--- src/rc_trim_pkg.sv ---
package rc_trim_pkg;

    // ==========================================================
    // Register map
    // ==========================================================
    localparam logic [11:0] CAL_OFFSET     = 12'h000;
    localparam logic [11:0] OSC_SEL_OFFSET = 12'h004;
    localparam logic [11:0] STATUS_OFFSET  = 12'h008;

    // ==========================================================
    // Calibration field layout and reset
    // ==========================================================
    localparam int          FINE_MSB      = 7;
    localparam int          FINE_LSB      = 4;
    localparam int          UP_BIT        = 3;
    localparam int          DOWN_BIT      = 2;
    localparam logic [7:0]  CAL_RESET     = 8'h70;
    localparam logic [7:0]  CAL_WR_MASK   = 8'hFC;
    localparam logic [2:0]  OSC_SEL_RESET = 3'h7;

    // ==========================================================
    // Oscillator select codes
    // ==========================================================
    localparam logic [2:0]  SEL_INT_RC    = 3'h5;
    localparam logic [2:0]  SEL_EXT_RC    = 3'h7;
    localparam int          QUARTER_DIV   = 4;

    localparam logic [1:0]  RESP_OKAY     = 2'h0;
    localparam logic [1:0]  RESP_SLVERR   = 2'h2;

    // Resolved coarse offset
    typedef enum logic [1:0] {
        COARSE_NONE = 2'b00,
        COARSE_UP   = 2'b01,
        COARSE_DOWN = 2'b10
    } coarse_t;

    typedef struct packed {
        logic [3:0] fine_trim_code;
        coarse_t    coarse;
    } trim_ctrl_t;

    typedef struct packed {
        logic [7:0]  rc_trim_calibration;
        logic [2:0]  oscillator_select_field;
        logic        aw_held;
        logic [11:0] aw_addr;
        logic        w_held;
        logic [31:0] w_data;
        logic [3:0]  w_strb;
        logic        bvalid;
        logic [1:0]  bresp;
        logic        rvalid;
        logic [31:0] rdata;
        logic [1:0]  rresp;
        logic [1:0]  div_cnt;
        logic        quarter_clock;
    } state_t;

endpackage : rc_trim_pkg

--- src/rc_oscillator_trim_control.sv ---
// Decided for this implementation: the register offsets and the AXI4-Lite slave port.
`timescale 1ns/1ps
module rc_oscillator_trim_control (
    input  wire logic                    clk_sys_i,
    input  wire logic                    rstn_i,
    input  wire logic [11:0]             s_axi_awaddr_i,
    input  wire logic                    s_axi_awvalid_i,
    output logic                         s_axi_awready_o,
    input  wire logic [31:0]             s_axi_wdata_i,
    input  wire logic [3:0]              s_axi_wstrb_i,
    input  wire logic                    s_axi_wvalid_i,
    output logic                         s_axi_wready_o,
    output logic [1:0]                   s_axi_bresp_o,
    output logic                         s_axi_bvalid_o,
    input  wire logic                    s_axi_bready_i,
    input  wire logic [11:0]             s_axi_araddr_i,
    input  wire logic                    s_axi_arvalid_i,
    output logic                         s_axi_arready_o,
    output logic [31:0]                  s_axi_rdata_o,
    output logic [1:0]                   s_axi_rresp_o,
    output logic                         s_axi_rvalid_o,
    input  wire logic                    s_axi_rready_i,
    output rc_trim_pkg::trim_ctrl_t      trim_ctrl_o,
    output logic                         quarter_clock_output_o,
    output logic                         quarter_clock_enable_o
);

    rc_trim_pkg::state_t st;
    rc_trim_pkg::state_t next_st;
    logic                rc_mode;
    logic                wr_go;
    logic                rd_go;

    function automatic logic [31:0] read_word(input logic [11:0] a,
                                              input logic [7:0]  cal,
                                              input logic [2:0]  sel,
                                              input logic        en);
        read_word = 32'h0000_0000;
        unique case (a)
            rc_trim_pkg::CAL_OFFSET:     read_word = {24'h000000, cal};
            rc_trim_pkg::OSC_SEL_OFFSET: read_word = {29'h0000000, sel};
            rc_trim_pkg::STATUS_OFFSET:  read_word = {31'h00000000, en};
            default:                     read_word = 32'h0000_0000;
        endcase
    endfunction : read_word

    function automatic logic addr_ok(input logic [11:0] a);
        addr_ok = (a == rc_trim_pkg::CAL_OFFSET) || (a == rc_trim_pkg::OSC_SEL_OFFSET)
               || (a == rc_trim_pkg::STATUS_OFFSET);
    endfunction : addr_ok

    // ==========================================================
    // Trim decode
    // ==========================================================
    // mode gate
    assign rc_mode = (st.oscillator_select_field == rc_trim_pkg::SEL_INT_RC)
                  || (st.oscillator_select_field == rc_trim_pkg::SEL_EXT_RC);

    always_comb begin
        trim_ctrl_o.fine_trim_code = st.rc_trim_calibration[rc_trim_pkg::FINE_MSB:
                                                            rc_trim_pkg::FINE_LSB];
        if (st.rc_trim_calibration[rc_trim_pkg::UP_BIT]) begin
            trim_ctrl_o.coarse = rc_trim_pkg::COARSE_UP;
        end else if (st.rc_trim_calibration[rc_trim_pkg::DOWN_BIT]) begin
            trim_ctrl_o.coarse = rc_trim_pkg::COARSE_DOWN;
        end else begin
            trim_ctrl_o.coarse = rc_trim_pkg::COARSE_NONE;
        end
    end

    // ==========================================================
    // Bus handshake
    // ==========================================================
    assign s_axi_awready_o        = !st.aw_held && !st.bvalid;
    assign s_axi_wready_o         = !st.w_held && !st.bvalid;
    assign s_axi_arready_o        = !st.rvalid;
    assign s_axi_bvalid_o         = st.bvalid;
    assign s_axi_bresp_o          = st.bresp;
    assign s_axi_rvalid_o         = st.rvalid;
    assign s_axi_rdata_o          = st.rdata;
    assign s_axi_rresp_o          = st.rresp;
    assign quarter_clock_output_o = st.quarter_clock;
    assign quarter_clock_enable_o = rc_mode;

    assign wr_go = st.aw_held && st.w_held && !st.bvalid;
    assign rd_go = s_axi_arvalid_i && !st.rvalid;

    // ==========================================================
    // Next state and registers
    // ==========================================================
    always_comb begin
        next_st = st;
        if (s_axi_awvalid_i && s_axi_awready_o) begin
            next_st.aw_held = 1'b1;
            next_st.aw_addr = s_axi_awaddr_i;
        end
        if (s_axi_wvalid_i && s_axi_wready_o) begin
            next_st.w_held = 1'b1;
            next_st.w_data = s_axi_wdata_i;
            next_st.w_strb = s_axi_wstrb_i;
        end
        if (wr_go) begin
            next_st.aw_held = 1'b0;
            next_st.w_held  = 1'b0;
            next_st.bvalid  = 1'b1;
            next_st.bresp   = addr_ok(st.aw_addr) ? rc_trim_pkg::RESP_OKAY
                                                  : rc_trim_pkg::RESP_SLVERR;
            if (st.aw_addr == rc_trim_pkg::CAL_OFFSET && st.w_strb[0]) begin
                next_st.rc_trim_calibration = st.w_data[7:0] & rc_trim_pkg::CAL_WR_MASK;
            end
            if (st.aw_addr == rc_trim_pkg::OSC_SEL_OFFSET && st.w_strb[0]) begin
                next_st.oscillator_select_field = st.w_data[2:0];
            end
        end else if (st.bvalid && s_axi_bready_i) begin
            next_st.bvalid = 1'b0;
        end
        if (rd_go) begin
            next_st.rvalid = 1'b1;
            next_st.rdata  = read_word(s_axi_araddr_i, st.rc_trim_calibration,
                                       st.oscillator_select_field, rc_mode);
            next_st.rresp  = addr_ok(s_axi_araddr_i) ? rc_trim_pkg::RESP_OKAY
                                                     : rc_trim_pkg::RESP_SLVERR;
        end else if (st.rvalid && s_axi_rready_i) begin
            next_st.rvalid = 1'b0;
        end
        // Divide by four: toggle every two cycles
        if (rc_mode) begin
            next_st.div_cnt = st.div_cnt + 2'h1;
            if (st.div_cnt[0]) begin
                next_st.quarter_clock = !st.quarter_clock;
            end
        end else begin
            next_st.div_cnt       = 2'h0;
            next_st.quarter_clock = 1'b0;
        end
    end

    always_ff @(posedge clk_sys_i) begin
        if (!rstn_i) begin
            st                         <= '0;
            st.rc_trim_calibration     <= rc_trim_pkg::CAL_RESET;
            st.oscillator_select_field <= rc_trim_pkg::OSC_SEL_RESET;
            st.quarter_clock           <= 1'b0;
        end else begin
            st <= next_st;
        end
    end
endmodule : rc_oscillator_trim_control

--- config.mk ---
export PLATFORM = sky130hd
export DESIGN_NAME = rc_oscillator_trim_control
export DESIGN_NICKNAME = d
export VERILOG_FILES = /design/src/rc_trim_pkg.sv /design/src/rc_oscillator_trim_control.sv
export SDC_FILE = /design/constraint.sdc
export NUM_CORES = 1
export LEC_CHECK = 0
export BUFFER_PORTS_ARGS = -buffer_cell sky130_fd_sc_hd__buf_2
export CORE_MARGIN = 2
export CORE_UTILIZATION = 45
export DETAILED_ROUTE_END_ITERATION = 8
export GPL_TIMING_DRIVEN = 0
export PLACE_DENSITY = 0.8
export SETUP_SLACK_MARGIN = 0.3
export SYNTH_ARGS = -nofsm -noshare
export SYNTH_HDL_FRONTEND = slang
export SYNTH_SLANG_ARGS = --single-unit
--- constraint.sdc ---
create_clock -name clk_sys_i -period 2.1 [get_ports clk_sys_i]
set_clock_uncertainty 0.1 [all_clocks]
set_input_delay 0.42 -clock clk_sys_i [delete_from_list [all_inputs] [get_ports clk_sys_i]]
set_output_delay 0.42 -clock clk_sys_i [all_outputs]
set_load 0.005 [all_outputs]
# ---- Word level (Yosys, flattened, before mapping)
# Index checks and enable logic that the tools add are counted.
dict set report word_totals {
  wordCells 60
  ff_bits 73
  input_bits 67
}
dict set report op_classes {
  n_mux 9
  n_reduce_logical 29
  n_addsub 1
  eq_ne 6
  bitwise_logic 1
}
# cell count
set ops {}
lappend ops {{equality test 12 x 3 -> 1 bit, second input constant} 2}
lappend ops {{equality test 12 x 4 -> 1 bit, second input constant} 2}
lappend ops {{zero test 12 bit} 2}
lappend ops {{one-hot mux 8 bit (3 select lines)} 1}
lappend ops {{logical AND 1 bit} 11}
lappend ops {{2-to-1 mux 2 bit} 4}
lappend ops {{equality test 3 bit, second input constant} 2}
lappend ops {{AND reduction 2 bit} 3}
lappend ops {{zero test 1 bit} 5}
lappend ops {{logical OR 1 bit} 5}
lappend ops {{2-to-1 mux 1 bit} 4}
lappend ops {{nonzero test 2 bit} 2}
lappend ops {{adder 2 x 1 -> 2 bit, second input constant} 1}
lappend ops {{OR reduction 2 bit} 1}
lappend ops {{inverter 1 bit} 1}

# ---- Logic depth before layout (Yosys ltp)
# Gate-level depths: netlist (run 1).
dict set report depth {
  ltp_word 4
  depth_mapped 5
  mapped_depth_nobuf 4
}

# ---- Least setup slack after synthesis (run 1)
# Ideal clock, no wire load.
dict set report synth_timing {
  kind {input to register}
  startpoint {input s_axi_araddr_i[0]}
  endpoint {register st, in the netlist s_axi_rdata_o[3]}
  arrival_ns 1.561
  n_path_buf 0
  t_required_ns 1.935
  slack_ns 0.373
  stages 4
  path_cell_list {or4_1 nor4b_4 a22oi_1 nor2b_1}
}
dict set report synth_between {
  elab_chain_cells 2
}
# element line
set synth_lines {}
lappend synth_lines {{start, declared} rc_oscillator_trim_control.sv:16} ;# input wire logic [11:0] s_axi_araddr_i,
lappend synth_lines {{equality test 12 x 4 -> 1 bit (tied with other cells)} rc_oscillator_trim_control.sv:39} ;# unique case (a)
lappend synth_lines {{one-hot mux 8 bit (3 select lines) (*)} rc_oscillator_trim_control.sv:39}
lappend synth_lines {{end signal, assigned} rc_oscillator_trim_control.sv:145} ;# st <= next_st;
lappend synth_lines {{end, declared} rc_oscillator_trim_control.sv:28} ;# rc_trim_pkg::state_t st;
# Every way passes the cells marked *; elsewhere a longest branch is shown, timed or not.
# A chain may end at the register's enable or synchronous reset.

# ---- Worst setup path after layout (run 1)
dict set report layout_timing {
  startpoint {register st[81] (netlist bit)}
  endpoint {register st, in the netlist trim_ctrl_o[2]}
}
dict set report layout_between {
  elab_chain_cells 3
}
# element line
set layout_lines {}
lappend layout_lines {{zero test 12 bit} rc_oscillator_trim_control.sv:108} ;# if (st.aw_addr == rc_trim_pkg::CAL_OFFSET && st.w_strb[0]) begin
lappend layout_lines {{logical AND 1 bit} rc_oscillator_trim_control.sv:108}
lappend layout_lines {{AND reduction 2 bit (no source line)} -}
# No other way between the ends.

==> results of run 1 <==
[registers in the layout, indices dropped and copies added (netlist names)]
register and cells:
s_axi_bvalid_o 1, trim_ctrl_o 4, s_axi_rdata_o 8, s_axi_bresp_o 1
st 29, quarter_clock_output_o 1, s_axi_rresp_o 1, s_axi_rvalid_o 1
[placed cells by master, fill, tap and decap left out, drive strengths merged, types with 3 or more instances in the layout]
master | netlist | routed
nand2 | 56 | 56
dfxtp | 46 | 46
inv | 5 | 5
buf | 42 | 103
nor2b | 11 | 11
nor2 | 8 | 8
clkbuf | 10 | 15
mux2i | 10 | 10
and2 | 3 | 3
o21ai | 5 | 5
a22oi | 5 | 5
conb | 1 | 26
a21boi | 25 | 25
[worst max-delay path: cells and delay by family, from the launching register on]
| kind | cells | cell delay [ns] |
|---|---|---|
| AND/OR/NAND/NOR | 3 | 0.72 |
| flip-flops | 1 | 0.34 |
| buffers and inverters | 1 | 0.21 |
| multiplexers | 1 | 0.22 |
[power by group through the flow]
| stage | clock, mW | combinational, mW | sequential (mW) |
|---|---|---|---|
| 6_report | 0.637 | 0.239 | 0.942 |
| 5_1_grt | 0.678 | 0.272 | 0.947 |
| 4_1_cts | 0.654 | 0.237 | 0.940 |
| 3_5_place_dp | 0 | 0.237 | 0.960 |
| 3_3_place_gp | 0 | 0.231 | 0.958 |
| 2_1_floorplan | 0 | 0.161 | 0.952 |
[logic make-up (layout without fill, tap and decap cells)]
group | Yosys count | after routing | share of synthesized area (%)
AOI/OAI and AO/OA | 40 | 40 | 13.17
xor gates and xnor gates | 1 | 1 | 0.4026
buffers and inverters | 57 | 126 | 16.96
DFF | 46 | 46 | 42.32
muxes | 10 | 10 | 4.601
other | 1 | 26 | 0.1723
and+or+nand+nor | 95 | 95 | 22.37
[how the worst max path moves through the flow]
stage | start | end | slack (ns)
6_report | st[81] | trim_ctrl_o[2] | 0.39
5_1_grt | s_axi_rvalid_o | s_axi_rdata_o[3] | 0.29
4_1_cts | st[78] | trim_ctrl_o[2] | 0.31
3_5_place_dp | s_axi_araddr_i[0] | s_axi_rdata_o[3] | 0.09
3_3_place_gp | s_axi_araddr_i[0] | s_axi_rdata_o[4] | 0.16
2_1_floorplan | s_axi_araddr_i[0] | s_axi_rdata_o[3] | 0.37
[cells in the mapped netlist, drive strengths merged]
library cell	number
nor2	8
and4b	1
a21oi	2
conb	1
nor2b	11
a22oi	5
mux2i	10
inv	5
nand3b	1
o21ai	5
nand4	1
and2	3
or4b	1
nand2	56
nor4b	2
dfxtp	46
nor3	1
clkbuf	10
xnor2	1
a32oi	1
a21boi	25
nand2b	1
or4	2
nor4	2
o211a	1
buf	42
and3b	1
o21a	1
nor4bb	1
and4	2
nand4b	1
[layout make-up]
type | count | area (um2) | area share (%)
clock inverters | 3 | 40.04 | 1.448
clock buffers | 5 | 68.82 | 2.489
plain buffers | 52 | 350.3 | 12.67
well taps | 54 | 67.56 | 2.443
repair buffers | 61 | 305.3 | 11.04
flip-flops and latches | 46 | 922.1 | 33.35
inverters | 5 | 18.77 | 0.6787
multi-input cells | 172 | 992.2 | 35.88
[through the flow]
stage / power (mW) / instances / area (um2)
6_report: 1.818 / 398 / 2765
4_1_cts: 1.831 / 398 / 2751
3_3_place_gp: 1.189 / 390 / 2643
2_1_floorplan: 1.113 / 275 / 2270
3_5_place_dp: 1.197 / 390 / 2643
5_1_grt: 1.897 / 398 / 2765
[timing repair]
action / 4_1_cts / 5_1_grt
hold buffers: 0 / 0
gates resized for setup: 0 / 3
endpoints found under the setup margin: 0 / 14
[routing by layer]
layer	vias up	part of all wire [%]	wire [um]
li1	945	-	-
met1	802	44	1912
met2	55	49	2097
met3	4	5.6	240
met4	0	1.1	48
met5	-	0	0
==> results.ini, run 1 <==
[timing]
fin_setup_tns_ns=0
setup_ws_ns=0.3919
setup_viol=0
rsz0062_at_grt=true
fmax_mhz=585.4
fin_crit_ns=1.708
hold_violations=0
fin_crit_sh_pct=81.34
hold_ws_ns=0.2585
drv_slew=0

[power_and_ir_drop]
p_seq_share_pct=51.8
p_sw_share_pct=23.73
leakagePower_nw=1.314
power_density_nw_per_um2=657.4
intPower_mw=1.386
clkPwrFrac_pct=35.0
p_comb_share_pct=13.2
power_switching_uw=431.3
max-vdd-ir-drop_mv=0.3709

[finish]
nets=410
drive_gt1_share_pct=34.01
num_antenna_cells=0
fillers=460
finalCoreUtilization_pct=58.93
area_delta_synth_final_pct=27.08

[synthesis]
synth_top_area_share_pct=42.32
syn_inst=250
syn_area_per_cell_um2=8.703
synth_seq_cells=46
syn_area_um2=2176
synth_top_area_cell=dfxtp_1
yosysSeqAreaShare_pct=42.32
synth_warnings=0
ys_types=34
synth_area_leaders=dfxtp_1, buf_4, nand2_1

[worst_hold_path]
min_path_cells=3
hold_path.class=primary input to flip-flop
hold_start=s_axi_awaddr_i[7]
hold_path_end=st[85]

[global_routing]
grt_use_total_pct=15.89
grt_pass1_wl_um=6713
grt_max_degree=15
overflow=0
gr-usage-met1_pct=17.72
gr-usage-met3_pct=2.606
grt-busiest-layer=met2
use_met2_pct=29.56
grt_pass1_vias=1622
antenna_found_initial=0

[worst_setup_path]
r2r-start=st[81]
cp_slowest_cell=nor4b_1
path_class=flip-flop to flip-flop
worstPathMaxFanout=6
r2r_setup_slack_ns=0.39
crit_required_ns=2.17
reg2reg_to=trim_ctrl_o[2]
ff2ff_path_depth=5
cp-end-kind=flip-flop
start_kind=flip-flop
arrival_ns=1.78
slowest_delay_ns=0.41
cp_cell_sequence=nor4b_1, and4_1, buf_2, mux2i_1, nand2_1

[detailed_routing]
via_count=1806
drcViolationCount=0
routed_wl_um=4298
drt_pass1_iterations=4
viasPerCell=4.538
drtIter0Drc=70
wl_per_cell_um=10.80
ant_nets=0

[die]
rows=25
dieArea_um2=5407
boundaryPins=116
initial_core_util_pct=46.37
core_area_um2=4692
die_h_um=73.54
die_x_um=73.54

[placement]
dp_slack_ns=0.09470
routabilityCongestion=0.7744
io_buffer_count=61
hpwl_um=3446

[clock_tree]
cts.sinks=46
clockBufferDepth=2
cts_tree=yes
htree_num_levels=2
clockRootBuffer=clkbuf_8
clock_latency_ns=0.29
numCtsBuffers=5
cts_setup_buffers=0
clk_pin_slew_ns=0.08

[run_status]
status=completed

[job]
cap_violations=0

No activity file was read; power rests on OpenSTA's default activity.
==> run 2, diff against run 1 <==
clock period = 1.8 ns   (was 2.1 ns; I/O delays follow)
==> run 2 against run 1 <==
Die area did not move. Hold slack lost 0.075 ns. Worst setup slack worse by 0.23 ns. Critical path depth is 1 lower. Count of clock-buffer cells in the layout is the same. Sequential power grew 18%. First-iteration DRC count decreased by 29%. Routed wire length grew 1.4%. Total power up 14%. Non-clock buffer count increased by 2. Fmax increased by 4.5%. Via count is 0.17% higher.
==> results.ini, run 2 (synthesis results as in run 1) <==
[die]
rows=25
boundaryPins=116
initial_core_util_pct=46.37
dieArea_um2=5407
die_h_um=73.54
core_area_um2=4692
die_x_um=73.54

[detailed_routing]
ant_nets=0
drcViolationCount=0
viasPerCell=4.523
routed.top_layer=met4
wl_per_cell_um=10.89
wl_met1_um=1880
wl_met3_um=197
via_count=1809
routed_wl_um=4357
drtIter0Drc=50
drt_pass1_iterations=4
met2_length_um=2199

[worst_setup_path]
arrival_ns=1.78
slowest_delay_ns=0.50
r2r-start=s_axi_rvalid_o
crit_required_ns=1.95
critPathLaunch=s_axi_rvalid_o
worstPathMaxFanout=5
cp-end-kind=flip-flop
path_class=flip-flop to flip-flop
cp_cell_sequence=or4b_4, nor4b_4, a22oi_1, nor2b_1
cp_slowest_cell=or4b_4
start_kind=flip-flop

[power_and_ir_drop]
power_density_nw_per_um2=728.7
clkPwrFrac_pct=32.3
max-vdd-ir-drop_mv=0.4266
p_sw_share_pct=26.95
p_comb_share_pct=14.3
intPower_mw=1.513
leakagePower_nw=1.364
finalPower_mw=2.072
power_switching_uw=558.2
p_seq_share_pct=53.4

[finish]
layout_common_cells=buf_2, nand2_1, buf_4
num_antenna_cells=0
fillers=433
drive_gt1_share_pct=38.73
multi_input_comb_area_um2=1044
top_register=st
largest_reg_flops=29
finalCoreUtilization_pct=60.59
seq_area_um2=929.6
final_common_cell=buf_2
fin_cells=400
nets=412
area_delta_synth_final_pct=30.65

[worst_hold_path]
hold_path.class=primary input to flip-flop
hold_start=s_axi_awaddr_i[5]

[global_routing]
grt_max_degree=18
overflow=0
grt_pass1_vias=1635
grt_use_total_pct=16.29
antenna_found_initial=0
grt_pass1_wl_um=6824

[clock_tree]
cts_hold_buf=0
clk_pin_slew_ns=0.09
cts.sinks=46
clockBufferDepth=2
cts_tree=yes
numCtsBuffers=5
clockRootBuffer=clkbuf_8
clock_latency_ns=0.30
htree_num_levels=2

[timing]
hold_violations=0
setup_viol=0
drv_slew=0
fin_crit_ns=1.635
fin_setup_tns_ns=0
fin_crit_sh_pct=90.83
rsz0062_at_grt=true
fmax_mhz=611.7
hold_ws_ns=0.1837

[run_status]
status=completed

[job]
cap_violations=0

[placement]
routabilityCongestion=0.7850
io_buffer_count=61
hpwl_um=3420
dp.cells=390

==> run 2: cell count changes in the layout (fill, tap and decap cells not counted), sizes merged <==
cell,delta
bufinv,-1
clkbuf,-1
clkinv,-2
inv,+3
buf,+3
==> run 2: power groups by stage <==
stage | Sequential, mW | Combinational, mW | Clock [mW]
after CTS | 1.10 | 0.293 | 0.691
after global routing | 1.11 | 0.334 | 0.721
after global placement | 1.12 | 0.273 | 0
after floorplan | 1.11 | 0.189 | 0
after detailed placement | 1.12 | 0.279 | 0
final | 1.11 | 0.296 | 0.668
==> run 2: metal layers <==
layer	vias to the layer above	GRT usage (%)
li1	959	-
met1	790	18.98
met2	54	28.97
met3	6	3.567
met4	0	6.061
met5	-	0
==> run 2: area by class of cell <==
cell class | count | area share, %
plain buffers | 52 | 12.94
clock buffers | 5 | 2.421
clock inverters | 3 | 0.9243
inverters | 5 | 0.6602
multi-input cells | 172 | 36.71
flip-flops and latches | 46 | 32.70
well taps | 54 | 2.377
repair buffers | 63 | 11.27
==> run 2: timing repair <==
item,in CTS,in global routing
setup buffers,2,0
hold endpoints to repair,0,0
pin swaps,15,8
gates resized for setup,14,13
setup endpoints to repair,30,33
==> run 2: path summary, 6_finish.rpt <==
check                          end  slack (ns)  cells past startpoint
setup / recovery  s_axi_rdata_o[7]        0.17                      4
hold / removal              st[83]        0.18                      3
setup reg to reg  s_axi_rdata_o[7]        0.17                      4
hold reg to reg              st[1]        0.34                      1
==> run 2: critical path: cells and delay by family (launching register included) <==
| family | cells | cell delay, ns |
|---|---|---|
| AO/OA/AOI/OAI | 1 | 0.13 |
| AND/OR/NAND/NOR | 3 | 1.02 |
| flip-flops | 1 | 0.33 |
==> run 2: stage by stage <==
| stage | setup WS (ns) | cell area, um2 |
|---|---|---|
| floorplan | 0.1732 | 2280 |
| global placement | -0.03576 | 2653 |
| detailed placement | -0.07563 | 2653 |
| CTS | 0.1238 | 2814 |
| global route | 0.07109 | 2843 |
| finish | 0.1651 | 2843 |
==> run 3, diff against run 2 <==
ABC_AREA = 1   (was unset)
CORE_UTILIZATION = 44   (was 45)
PLACE_DENSITY = 0.79   (was 0.8)
==> run 3 against run 2 <==
Fmax grew 12%. Non-clock buffer count down 5. Cell count is 13% higher. Global-route usage rose by 0.69 points. Total power rose by 8.4%. Critical endpoint is now s_axi_awready_o. Cell area fell by 2.7%. Die area up 1.2%. First-iteration DRC count up 66%. Hold slack improved by 0.025 ns. Critical path type is now flip-flop to output port. Critical path depth shrank 2.
==> results.ini, run 3 <==
[worst_setup_path]
crit_cells=2
cp_cell_sequence=nor2_1, buf_2
slowest_delay_ns=0.36
path_class=flip-flop to output port
arrival_ns=1.00
critPathBufInv=1
cp-end-kind=output port
cp_slowest_cell=dfxtp_1
crit_required_ns=1.34
start_kind=flip-flop
ff2ff_path_depth=5
path_delay_family=flip-flops
worstPathMaxFanout=5

[global_routing]
grt_max_degree=14
grt_pass1_vias=1672
grt_pass1_wl_um=7065
grt_use_total_pct=16.97
overflow=0
antenna_found_initial=0

[clock_tree]
clk_pin_slew_ns=0.08
cts_setup_buffers=0
htree_num_levels=2
numCtsBuffers=5
clock_latency_ns=0.30
clockRootBuffer=clkbuf_8
cts.sinks=46
cts_tree=yes
clockBufferDepth=2

[die]
die_h_um=73.98
rows=25
boundaryPins=116
initial_core_util_pct=45.62
core_area_um2=4723
die_x_um=73.98
dieArea_um2=5472

[timing]
fin_crit_ns=1.458
hold_violations=0
fmax_mhz=685.7
setup_viol=0
rsz0062_at_grt=false
hold_ws_ns=0.2088
fin_setup_tns_ns=0
fin_crit_sh_pct=81.02
drv_slew=0

[placement]
io_buffer_count=62
hpwl_um=3469
routabilityCongestion=0.7428

[finish]
layout_common_cells=buf_2, nor2_1, dfxtp_1
drive_gt1_share_pct=32.99
nets=451
top_register=st
area_delta_synth_final_pct=28.34
num_antenna_cells=0
fillers=460
largest_reg_flops=29
final_common_cell=buf_2

[synthesis]
synth_seq_cells=46
synth_area_leaders=dfxtp_1, buf_4, nor2_1
syn_area_um2=2155
synth-main-ff-cell=dfxtp_1
yosysMostFrequentCell=nor2_1
ys_types=24
syn_area_per_cell_um2=7.430
yosysSeqAreaShare_pct=42.74
async_flop_share_pct=0
synth_warnings=0
synth-edff-count=0
synth_top_area_cell=dfxtp_1
synth_commonest_cells=nor2_1, dfxtp_1, buf_4
synth_top_area_share_pct=42.74
syn_inst=290

[power_and_ir_drop]
finalPower_mw=2.247
leakagePower_nw=1.426
power_density_nw_per_um2=812.5
max-vdd-ir-drop_mv=0.4353

[run_status]
status=completed

[detailed_routing]
via_count=1957
viasPerCell=4.330
ant_nets=0
drt_pass1_iterations=4
routed_wl_um=4448
wl_per_cell_um=9.841
drcViolationCount=0
drtIter0Drc=83

[job]
cap_violations=0

[worst_hold_path]
hold_path.class=primary input to flip-flop
min_path_cells=3

[run 3: changes by cell type in the layout (fill, tap and decap cells not counted), moves of 5 or more]
cell,change
nor2_1,+56
o21ai_0,+27
a21boi_1,-25
nand2_1,-24
nand3_1,+21
a21oi_1,+12
inv_1,+11
nor2b_1,-11
mux2i_1,-9
dfxtp_1,+7
dfxtp_2,-7
a22oi_1,-5
[run 3: worst register-to-register path, cell delays in order (launching register included)]
cell and delay [ns]:
dfxtp_1 0.31, or2_4 0.26, nor3_4 0.29, nand2_2 0.17, nand2_1 0.09, nand3_1 0.07
[run 3: cell families after synthesis]
group	count (synthesis)	synth area share (%)
and+or+nand+nor	130	26.77
buffers and inverters	66	18.93
AOI/OAI and AO/OA	46	10.98
DFF	46	42.74
xor gates and xnor gates	1	0.4066
other	1	0.1740
[run 3: worst paths after layout]
kind / endpoint / slack [ns] / startpoint
min reg2reg: st[1] / 0.34 / st[1]
max: s_axi_awready_o / 0.34 / s_axi_bvalid_o
min: st[88] / 0.21 / s_axi_awaddr_i[10]
max reg2reg: trim_ctrl_o[4] / 0.40 / st[78]
[run 3: report_power, final]
part           leakage, nW  internal, mW  switching, mW
clock               0.0524         0.416          0.339
combinational        0.996         0.170          0.194
sequential           0.378          1.09         0.0409
[run 3: repair_timing]
item,CTS,global route
gates resized for setup,0,6
endpoints found under the hold margin,0,0
setup endpoints to repair,0,14
hold buffers,0,0
[run 3: layer usage]
layer	part of all wire, %	vias up	GRT usage [%]
met4	1.2	0	7.879
met5	0	-	0
met1	43	836	20.59
met2	49	69	28.17
li1	-	1047	-
met3	7.0	5	4.472
[run 3: cell type report]
class | instances | area [um2] | share of cell area (%)
multi-input combinational | 203 | 932.1 | 33.71
clock buffer | 7 | 76.32 | 2.760
inverter | 18 | 71.32 | 2.579
clock inverter | 1 | 30.03 | 1.086
sequential | 46 | 920.9 | 33.30
buffer | 48 | 340.3 | 12.31
tap | 67 | 83.83 | 3.032
timing repair buffer | 62 | 310.3 | 11.22
[run 3: per-stage QoR]
step / instances / util [%] / worst slack [ns] / cell area [um2]
CTS: 452 / 58.20 / 0.3623 / 2749
finish: 452 / 58.54 / 0.3416 / 2765
global route: 452 / 58.54 / 0.3021 / 2765
global placement: 444 / 55.95 / 0.3832 / 2643
detailed placement: 444 / 55.95 / 0.3772 / 2643
floorplan: 315 / - / 0.5374 / 2248
